`src/rtl/sgd_consts.vh`:
```
`ifndef SGD_CONSTS_VH
`define SGD_CONSTS_VH
// ----------------------------------------
// register offsets (byte addresses)
// ----------------------------------------
`define SGD_OFF_CTRL_A 8'hc8
`define SGD_OFF_CTRL_B 8'hcc
`define SGD_OFF_CTRL_C 8'hd0
// ----------------------------------------
// reset values
// ----------------------------------------
`define SGD_RST_CTRL_A 32'h0000_0001
`define SGD_RST_CTRL_B 32'h0000_0000
`define SGD_RST_CTRL_C 32'h3214_0000
`define SGD_RST_PIN_DATA 5'h00
`define SGD_RST_PIN_BIT 1'b0
// ----------------------------------------
// pin data field layout
// ----------------------------------------
`define SGD_PIN_W 5
`define SGD_ZERO_HI 27'h0000000
`endif

```
`src/rtl/sgd_pin_bit.v`:
```
`include "sgd_consts.vh"
// ----------------------------------------
// one general-purpose pin data bit
// ----------------------------------------
module sgd_pin_bit
(
    input wire i_sys_clk,
    input wire i_fundamental_reset_n_n_sync,
    input wire i_valid,
    input wire i_dir_out,
    input wire i_pin_sync,
    input wire i_wr,
    input wire i_wdata,
    input wire i_ee_load,
    input wire i_ee_data,
    output wire o_read,
    output reg o_drive_q
);
    // value shown on read: pin level in input mode, latch in output mode
    assign o_read = i_dir_out ? o_drive_q : i_pin_sync;

    // data latch: fundamental reset, then eeprom preload, then software write
    always @(posedge i_sys_clk)
    begin
        // reset then preload
        if (!i_fundamental_reset_n_n_sync)
        begin
            o_drive_q <= `SGD_RST_PIN_BIT;
        end
        else if (i_ee_load && i_valid)
        begin
            o_drive_q <= i_ee_data;
        end
        // input mode ignores writes
        else if (i_wr && i_valid && i_dir_out)
        begin
            o_drive_q <= i_wdata;
        end
    end
endmodule

```
`src/rtl/sgd_regs.v`:
```
// Notes on behaviour
// input pin: read level, ignore writes
// output pin: write drives, read returns it
// bits 2:0 writable only if first strap low
// bit 4 writable only if second strap low
// bit 3 always valid, no strap
// valid bits preload from eeprom, fundamental reset clears
// bits 0 and 4 hot-plug outputs
// bits 1 and 2 hot-plug inputs
// C8h reserved register resets to 0001h
// eeprom image for C8h holds 00000001h
// CCh reserved register resets to zero
// D0h reserved register resets to 32140000h
// software leaves reserved registers at default
// pcie reset restores reserved registers
// pin direction comes from outside block
`include "sgd_consts.vh"
module sgd_regs
(
    input wire i_sys_clk,
    input wire i_rstn,
    input wire i_fundamental_reset_n,
    input wire i_first_downport_strap,
    input wire i_second_downport_strap,
    input wire [4:0] i_pin_dir_out,
    input wire [4:0] i_pin_level,
    input wire i_cfg_wr,
    input wire i_cfg_rd,
    input wire [7:0] i_cfg_addr,
    input wire [31:0] i_cfg_wdata,
    input wire i_ee_load,
    input wire [7:0] i_ee_addr,
    input wire [31:0] i_ee_data,
    input wire i_pin_data_sel,
    output reg [31:0] o_cfg_rdata,
    output reg [4:0] o_pin_out,
    output reg [4:0] o_pin_oe
);
    // ----------------------------------------
    // synchronisers for pins, straps and fundamental reset
    // ----------------------------------------
    reg [7:0] sync1_q;
    reg [7:0] sync2_q;
    wire [7:0] async_in;
    assign async_in = {i_fundamental_reset_n, i_second_downport_strap,
                       i_first_downport_strap, i_pin_level};

    // two flops before any logic; straps and the reset pin are slow levels,
    // so a plain chain is enough to keep metastability off the latches
    always @(posedge i_sys_clk)
    begin
        sync1_q <= async_in;
        sync2_q <= sync1_q;
    end

    wire [4:0] pin_sync;
    wire strap1_sync;
    wire strap2_sync;
    wire fundamental_reset_n_n_sync;
    // input pins read synced level
    assign pin_sync = sync2_q[4:0];
    assign strap1_sync = sync2_q[5];
    assign strap2_sync = sync2_q[6];
    assign fundamental_reset_n_n_sync = sync2_q[7];

    // ----------------------------------------
    // per-bit validity from straps
    // ----------------------------------------
    // a set strap turns the bit read-only; it still reads level or latch
    wire [4:0] bit_valid;
    // first strap gates 2:0
    assign bit_valid[2:0] = {3{~strap1_sync}};
    // bit 3 always valid
    assign bit_valid[3] = 1'b1;
    // second strap gates 4
    assign bit_valid[4] = ~strap2_sync;

    // hot-plug roles of the pins (R7, R8 only describe use)
    // writes and preloads reach the latches only with the pin select high
    wire pin_wr;
    assign pin_wr = i_cfg_wr && i_pin_data_sel;

    // ----------------------------------------
    // pin data bits
    // ----------------------------------------
    wire [4:0] pin_read;
    wire [4:0] pin_drive;
    genvar gi;
    generate
        for (gi = 0; gi < `SGD_PIN_W; gi = gi + 1)
        begin : g_pin
            // output latch per pin
            sgd_pin_bit u_bit
            (
                .i_sys_clk(i_sys_clk),
                .i_fundamental_reset_n_n_sync(fundamental_reset_n_n_sync),
                .i_valid(bit_valid[gi]),
                .i_dir_out(i_pin_dir_out[gi]),
                .i_pin_sync(pin_sync[gi]),
                .i_wr(pin_wr),
                .i_wdata(i_cfg_wdata[gi]),
                .i_ee_load(i_ee_load && i_pin_data_sel),
                .i_ee_data(i_ee_data[gi]),
                .o_read(pin_read[gi]),
                .o_drive_q(pin_drive[gi])
            );
        end
    endgenerate

    // ----------------------------------------
    // pin outputs from flops
    // ----------------------------------------
    // direction from outside
    always @(posedge i_sys_clk)
    begin
        if (!i_rstn)
        begin
            o_pin_out <= `SGD_RST_PIN_DATA;
            o_pin_oe <= `SGD_RST_PIN_DATA;
        end
        else
        begin
            // outputs drive pin
            o_pin_out <= pin_drive;
            // enable follows direction one cycle late, in step with the data
            o_pin_oe <= i_pin_dir_out;
        end
    end

    // ----------------------------------------
    // reserved vendor registers
    // ----------------------------------------
    reg [31:0] ctrl_a_q;
    reg [31:0] ctrl_b_q;
    reg [31:0] ctrl_c_q;
    wire wr_a;
    wire wr_b;
    wire wr_c;
    // eeprom load takes the same path as a config write and wins over one
    // in the same cycle, so a stray write cannot spoil the preloaded word
    wire cfg_vend_wr;
    wire ee_vend_wr;
    assign cfg_vend_wr = i_cfg_wr && !i_ee_load && !i_pin_data_sel;
    assign ee_vend_wr = i_ee_load && !i_pin_data_sel;
    assign wr_a = (cfg_vend_wr && i_cfg_addr == `SGD_OFF_CTRL_A)
                  || (ee_vend_wr && i_ee_addr == `SGD_OFF_CTRL_A);
    assign wr_b = (cfg_vend_wr && i_cfg_addr == `SGD_OFF_CTRL_B)
                  || (ee_vend_wr && i_ee_addr == `SGD_OFF_CTRL_B);
    assign wr_c = (cfg_vend_wr && i_cfg_addr == `SGD_OFF_CTRL_C)
                  || (ee_vend_wr && i_ee_addr == `SGD_OFF_CTRL_C);
    wire [31:0] wval;
    assign wval = i_ee_load ? i_ee_data : i_cfg_wdata;

    // storage; i_rstn is the pcie reset
    // writes are not blocked: software is trusted to leave the defaults alone
    always @(posedge i_sys_clk)
    begin
        // pcie reset restores defaults
        if (!i_rstn)
        begin
            // C8h default
            ctrl_a_q <= `SGD_RST_CTRL_A;
            // CCh default
            ctrl_b_q <= `SGD_RST_CTRL_B;
            // D0h default
            ctrl_c_q <= `SGD_RST_CTRL_C;
        end
        else
        begin
            if (wr_a)
            begin
                ctrl_a_q <= wval;
            end
            if (wr_b)
            begin
                ctrl_b_q <= wval;
            end
            if (wr_c)
            begin
                ctrl_c_q <= wval;
            end
        end
    end

    // ----------------------------------------
    // read data, registered
    // ----------------------------------------
    reg [31:0] rd_d;
    // read mux
    always @*
    begin
        rd_d = 32'h0000_0000;
        if (i_pin_data_sel)
        begin
            // pin data bits above 4 live elsewhere and read as zero here
            rd_d = {`SGD_ZERO_HI, pin_read};
        end
        else
        begin
            case (i_cfg_addr)
                `SGD_OFF_CTRL_A: rd_d = ctrl_a_q;
                `SGD_OFF_CTRL_B: rd_d = ctrl_b_q;
                `SGD_OFF_CTRL_C: rd_d = ctrl_c_q;
                default: rd_d = 32'h0000_0000;
            endcase
        end
    end

    // capture on read strobe
    // between reads the last word stays for software to pick up
    always @(posedge i_sys_clk)
    begin
        if (!i_rstn)
        begin
            o_cfg_rdata <= 32'h0000_0000;
        end
        else if (i_cfg_rd)
        begin
            o_cfg_rdata <= rd_d;
        end
    end
endmodule

```
`config.mk`:
```
export PLATFORM = sky130hd
export DESIGN_NAME = sgd_regs
export DESIGN_NICKNAME = d
export VERILOG_FILES = /design/src/rtl/sgd_pin_bit.v /design/src/rtl/sgd_regs.v
export VERILOG_INCLUDE_DIRS = /design/src /design/src/rtl
export SDC_FILE = /design/constraint.sdc
export NUM_CORES = 1
export LEC_CHECK = 0
export ABC_AREA = 0
export BUFFER_PORTS_ARGS = -buffer_cell sky130_fd_sc_hd__buf_2
export CORE_MARGIN = 2
export CORE_UTILIZATION = 35
export CTS_CLUSTER_DIAMETER = 80
export DETAILED_ROUTE_END_ITERATION = 8
export PLACE_DENSITY = 0.6
export SLEW_MARGIN = 30
export SYNTH_ARGS = -nofsm -noshare
export SYNTH_HDL_FRONTEND = slang
export SYNTH_SLANG_ARGS = --single-unit
export TNS_END_PERCENT = 5
```
`constraint.sdc`:
```
create_clock -name i_sys_clk -period 3.5 [get_ports i_sys_clk]
set_input_delay 1.05 -clock i_sys_clk [delete_from_list [all_inputs] [get_ports i_sys_clk]]
set_output_delay 1.05 -clock i_sys_clk [all_outputs]
set_load 0.02 [all_outputs]
```
==> results of run 1 <==
## worst register-to-register path, stage by stage, from the launching register on
cell and delay [ns]:
dfxtp_1 0.31, mux2_2 0.26, a22oi_1 0.24, o22ai_1 0.12, and2_1 0.17
## routing by layer
layer | track usage (%) | share of wire [%] | vias up
li1 | - | - | 2741
met1 | 24.18 | 50 | 2584
met2 | 25.39 | 44 | 137
met3 | 4.032 | 4.9 | 14
met4 | 5.986 | 1.1 | 0
met5 | 0 | 0 | -
## report_power, final
group / internal (W) / total, W / leakage [nW] / switching, W
Combinational: 0.000119 / 0.000280 / 1.73 / 0.000161
Sequential: 0.00183 / 0.00184 / 1.29 / 0.00000854
Clock: 0.00111 / 0.00184 / 0.277 / 0.000731
Total: 0.00306 / 0.00396 / 3.29 / 0.000901
## final timing paths
path / slack [ns] / endpoint
worst max-delay path: 0.96 / ctrl_c_q[31]
worst min-delay path: 0.33 / sync2_q[5]
worst max register to register: 2.29 / o_cfg_rdata[30]
worst min register to register: 0.33 / sync2_q[5]
## state kept, by name, summed over array words and instances (netlist names)
signal	count
ctrl_b_q	32
ctrl_a_q	32
g_pin.u_bit.o_drive_q	5
sync2_q	8
o_cfg_rdata	32
ctrl_c_q	32
o_pin_oe	5
sync1_q	8
o_pin_out	5
## synthesized netlist by cell type, drive strengths merged, types with 2 or more instances
cell / count
a21oi: 14
a22oi: 32
a2bb2oi: 3
and2: 39
and4: 2
and4bb: 3
buf: 14
clkbuf: 44
dfxtp: 159
inv: 31
mux2: 66
mux2i: 65
nand2: 97
nand2b: 2
nand4: 33
nand4b: 6
nor2: 2
nor2b: 2
nor3: 5
nor3b: 2
o21a: 2
o21ai: 45
o22ai: 29
## cell type report
class                   instances  area, sq um  share of cell area [%]
clock buffers                  18        429.2                   5.109
clock inverters                12        146.4                   1.743
inverters                      31        116.4                   1.385
multi-input cells             459         3318                   39.50
flip-flops and latches        159         3183                   37.89
well taps                     265        331.6                   3.947
repair buffers                157        875.8                   10.43
## kinds of logic (layout without fill, tap and decap cells)
logic type,after synthesis,in the layout,synth area share [%]
buffers and inverters,89,218,5.666
muxes,131,131,20.36
and+or+nand+nor,199,199,15.87
DFF,159,159,46.50
AOI/OAI and AO/OA,129,129,11.61
## per-stage QoR
stage,instance area (sq um),std cells,power (W),setup slack [ns]
floorplan,6845,707,0.002033,1.103
global placement,7810,1070,0.002162,0.6478
detailed placement,7810,1070,0.002162,0.5705
CTS,8386,1100,0.003995,0.9814
global route,8401,1101,0.004090,0.8295
finish,8401,1101,0.003958,0.9562
## cells in the final DEF (no fill, tap or decap), types with 14 or more instances in the layout
| master | instances |
|---|---|
| a21oi_1 | 14 |
| mux2i_1 | 65 |
| a22oi_1 | 32 |
| mux2_2 | 66 |
| o22ai_1 | 29 |
| o21ai_0 | 41 |
| nand2_1 | 96 |
| clkbuf_16 | 17 |
| and2_1 | 38 |
| dfxtp_1 | 159 |
| buf_2 | 139 |
| buf_4 | 14 |
| nand4_1 | 32 |
| inv_1 | 31 |
==> results.md, run 1 <==
- Status: finished clean
- Die area: 20690 sq um
- Port Buffers: 140
- Post-CTS resize count: 0
- Final-report hold violation count: 0
- Remaining DRCs: 0
- Chip height: 143.9 um
- Gpl congestion: 0.7674
- Sequential area share after synthesis: 46.50%
- Max Slew Vio Count: 0
- Worst-Skew Late Latency: 0.42 ns
- Cts bufs inserted: 17
- Largest net degree at the start of global routing: 60
- Post-synth EDFFs: 0
- Worst Setup Path Type: in -> reg
- Post-Syn Area: 6845 sq um
- Yosys warns: 0
- Slew headroom: 39.22%
- Worst setup EP type: register
- Setup TNS: 0 ns
- CP Buf/Inv Count: 1
- Antenna-violating nets left: 0
- CP top delay family: simple AND/OR/NAND/NOR gates
- Fill count: 1890
- Net Count, Synth: 806
- Reg clk slew, reported paths: 0.06 ns
- Routed len/inst: 15.92 um
- Most common flop cell mapped by yosys: dfxtp_1
- Detailed Routing Iterations Pass 1: 5
- Hold path depth: 0
- CTS HTree Levels: 4
- Hold crit path type: reg -> reg
- Startpoint Class: input port
- Clock Skew: 0.01034 ns
- Postcts setup bufs: 0
- Worst R2R Start: ctrl_b_q[30]
- FP Rows: 51
- First-pass GRT wire length: 27.58 mm
- CP Data Arrival Time: 2.89 ns
- Hold Buf Count CTS: 0
- Reg2reg path depth: 4
- DPL Wire Length: 11.30 mm
- Antenna violations before repair: 0
- Initial Utilization: 35.40%
- Max cap viols: 0
- Static leakage: 3.292 nW
- CP max FO: 27
- Worst hold start: sync1_q[5]
- Clk root buf: clkbuf_16
- Synth cell types: 41
- Worst path depth: 5
- Vias: 5476
- Net count reported at finish: 924
- CTS tree: done
- Final hold slack: 0.3253 ns
- Syn_area_per_cell: 9.682 sq um
- Initial DRC Count: 360
- Slew @ Worst Pin: 0.9095 ns
- Dominant cells by area after synthesis: dfxtp_1 (46%), mux2_2 (11%), mux2i_1 (9.5%)
- # setup viols final: 0
- Final core occ: 43.45%
- Max clock buf depth: 2
- Num Clock Sinks: 159
- Chip width: 143.9 um
- Area share of the largest cell type after synthesis: 46.50%
- PwrDens: 471.2 nW/um^2
- Slowest cell on the critical path: nor4_4
- CP peak stage delay: 0.52 ns
- Post-synth ARST share: 0%
- Cell Chain, Critical Path: buf_2 -> nor4_4 -> nand4_2 -> nand2_4 -> mux2i_1
- GRT Overall Usage: 17.09%
- Tcrit/Tclk final: 72.68%
- Post-Syn Instances: 707
- N_diodes: 0
- Synth-to-Final Area Change: 22.72%
- Tmin final: 2.544 ns
- Required time worst endpoint: 3.85 ns
- Flops & latches, synth: 159
- Via density: 4.974
- F_max: 393.1 MHz
- Total core area: 19330 sq um
- I/O Pins: 141
- CP Launch Point: i_pin_data_sel
- Final wirelength: 17.52 mm
- Layout cells sized above 1: 31.70%
- Via count of the first global-routing pass: 5240
- Synth area leader: dfxtp_1
- Unrepaired setup endpoints after global routing: false
- Total congestion overflow: 0
- Worst VDD drop: 0.2914 mV
(Power assumes the default switching activity.)
==> run 2, diff against run 1 <==
==> constraint.sdc (replaced) <==
create_clock -name i_sys_clk -period 2.6 [get_ports i_sys_clk]
set_input_delay 0.78 -clock i_sys_clk [delete_from_list [all_inputs] [get_ports i_sys_clk]]
set_output_delay 0.78 -clock i_sys_clk [all_outputs]
set_load 0.02 [all_outputs]
==> results.md, run 2 (synthesis results as in run 1) <==
- Pint: 0.004165 W (+36%)
- Required time worst endpoint: 2.95 ns (-0.90 ns)
- First-pass GRT wire length: 27.14 mm (-1.6%)
- Net count reported at finish: 935 (+1.2%)
- Reg clk slew, reported paths: 0.06 ns (about the same)
- Design area: 8524 sq um (+1.5%)
- Fill count: 1838 (-2.8%)
- Final core occ: 44.09% (+0.64 points)
- Max clock buf depth: 2 (unchanged)
- Remaining DRCs: 0 (unchanged)
- Reg power frac: 46.5% (about the same)
- FP Rows: 51 (unchanged)
- Largest net degree at the start of global routing: 100 (+67%)
- Worst setup EP type: register
- Setup TNS: 0 ns (unchanged)
- F_max: 518.6 MHz
- Die area: 20690 sq um (unchanged)
- Worst-Skew Late Latency: 0.42 ns (about the same)
- Initial Utilization: 35.40% (unchanged)
- I/O Pins: 141 (unchanged)
- Static leakage: 3.364 nW (+2.2%)
- Area after DPL: 7938 sq um (+1.6%)
- Chip height: 143.9 um (unchanged)
- Postcts setup bufs: 0 (unchanged)
- Final-report hold violation count: 0 (unchanged)
- Pre-CTS setup slack: 0.2393 ns (-0.3312 ns)
- Hold Buf Count CTS: 0 (unchanged)
- Slowest cell on the critical path: nor4b_2
- DPL Wire Length: 11.53 mm (+2.0%)
- Tcrit/Tclk final: 74.17%
- Cell Chain, Critical Path: buf_2 -> nor4b_2 -> nand4b_1 -> nand2_4 -> buf_4 -> mux2i_1
- GRT Overall Usage: 16.86% (-0.24 points)
- Antenna-violating nets left: 0 (unchanged)
- Num Clock Sinks: 159 (unchanged)
- Slew @ Worst Pin: 0.4231 ns (-0.4864 ns)
- Max cap viols: 0 (unchanged)
- Cts bufs inserted: 17 (unchanged)
- Hold path depth: 0 (unchanged)
- Synth-to-Final Area Change: 24.53%
- Unrepaired setup endpoints after global routing: false
- PwrDens: 625.8 nW/um^2 (+33%)
- Routed len/inst: 15.42 um (-3.1%)
- Gpl congestion: 0.7747 (+0.95%)
- Clock Skew: 0.005419 ns (-0.004924 ns)
- Worst Setup Path Type: in -> reg
- R2r endpoint: o_cfg_rdata[30]
- Total congestion overflow: 0 (unchanged)
- Comb pwr share: 7.1% (about the same)
- Status: finished clean
- Max Slew Vio Count: 0 (unchanged)
- Clk root buf: clkbuf_16
- Detailed Routing Iterations Pass 1: 5 (unchanged)
- N_diodes: 0 (unchanged)
- Layout cells sized above 1: 32.31% (+0.61 points)
- CP Data Arrival Time: 2.28 ns (-0.61 ns)
- Most common cell after layout, fill and taps aside: dfxtp_1
- Slew headroom: 71.79% (+33 points)
- Via count of the first global-routing pass: 5149 (-1.7%)
- Via density: 4.911 (-1.3%)
- CP peak stage delay: 0.33 ns (-0.19 ns)
- Sw Pwr: 0.001170 W (+30%)
- Hold crit path type: reg -> reg
- CTS HTree Levels: 4 (unchanged)
- Antenna violations before repair: 0 (unchanged)
- CTS tree: done
- Post-CTS resize count: 0 (unchanged)
- # setup viols final: 0 (unchanged)
- Worst R2R Start: ctrl_a_q[30]
- Worst VDD drop: 0.3121 mV (+7.1%)
- Startpoint Class: input port
- CP max FO: 12 (-56%)
- Final wirelength: 17.17 mm (-2.0%)
- Vias: 5466 (-0.18%)
- Tmin final: 1.928 ns
- Initial DRC Count: 405 (+13%)
- Total power: 0.005335 W (+35%)
- Worst hold start: sync1_q[7]
- Most frequent cells in the layout: dfxtp_1 (159), buf_2 (139), nand2_1 (96)
- Final worst slack: 0.6717 ns (-0.2846 ns)
- Chip width: 143.9 um (unchanged)
- Reg2reg path depth: 4 (unchanged)
- Net Sw Frac: 21.93% (-0.83 points)
- Min-Delay Endpoint: sync2_q[7]
- Reg2reg setup slack: 1.44 ns (-0.85 ns)
- Port Buffers: 140 (unchanged)
- Total core area: 19330 sq um (unchanged)
- Clk network pwr share: 46.5% (about the same)
## run 2: cell types whose count changed in the layout (fill, tap and decap cells not counted), sizes merged
| cell | change |
|---|---|
| clkbuf | +8 |
| clkinvlp | -2 |
| bufinv | -1 |
| clkinv | -4 |
| buf | +11 |
## run 2: power by group through the flow
stage / Combinational [W] / Sequential, W / Clock, W
final: 0.000377 / 0.00248 / 0.00248
after global routing: 0.000416 / 0.00248 / 0.00264
after CTS: 0.000383 / 0.00248 / 0.00253
after detailed placement: 0.000381 / 0.00253 / 0
after global placement: 0.000380 / 0.00253 / 0
after floorplan: 0.000194 / 0.00254 / 0
## run 2: final cells by class
cell class              count  area (sq um)  share of cell area, %
inverters                  31         116.4                  1.365
clock inverters             5         77.57                 0.9100
clock buffers              26         509.2                  5.974
flip-flops and latches    159          3183                  37.34
well taps                 265         331.6                  3.890
repair buffers            168         988.4                  11.60
multi-input cells         459          3318                  38.93
## run 2: worst max path at each step
| stage | slack (ns) | cells after the start | endpoint | from |
|---|---|---|---|---|
| after floorplan | 0.47 | 6 | o_cfg_rdata[3] | i_cfg_addr[2] |
| after global placement | 0.25 | 7 | o_cfg_rdata[29] | i_cfg_addr[2] |
| after detailed placement | 0.24 | 7 | ctrl_c_q[8] | i_pin_data_sel |
| after CTS | 0.68 | 7 | o_cfg_rdata[29] | i_cfg_addr[2] |
| after global routing | 0.54 | 7 | o_cfg_rdata[13] | i_cfg_addr[2] |
| final | 0.67 | 6 | ctrl_c_q[8] | i_ee_load |
## run 2: stage by stage
stage | hold slack, ns | instances
6_report | 0.3256 | 1113
5_1_grt | 0.3334 | 1113
4_1_cts | 0.3280 | 1113
3_5_place_dp | 0.3121 | 1082
3_3_place_gp | 0.3116 | 1082
2_1_floorplan | 0.3096 | 707
## run 2: routing by layer
metal,vias up,GRT usage (%),wire length [um]
met5,-,0,0
met4,0,5.005,144
met3,12,4.765,931
met2,119,24.19,7500
met1,2579,24.40,8590
li1,2756,-,-
## run 2: critical path: cells and delay by family
family / cells / cell delay (ns)
buffers and inverters: 2 / 0.52
muxes: 1 / 0.22
and+or+nand+nor: 3 / 0.76
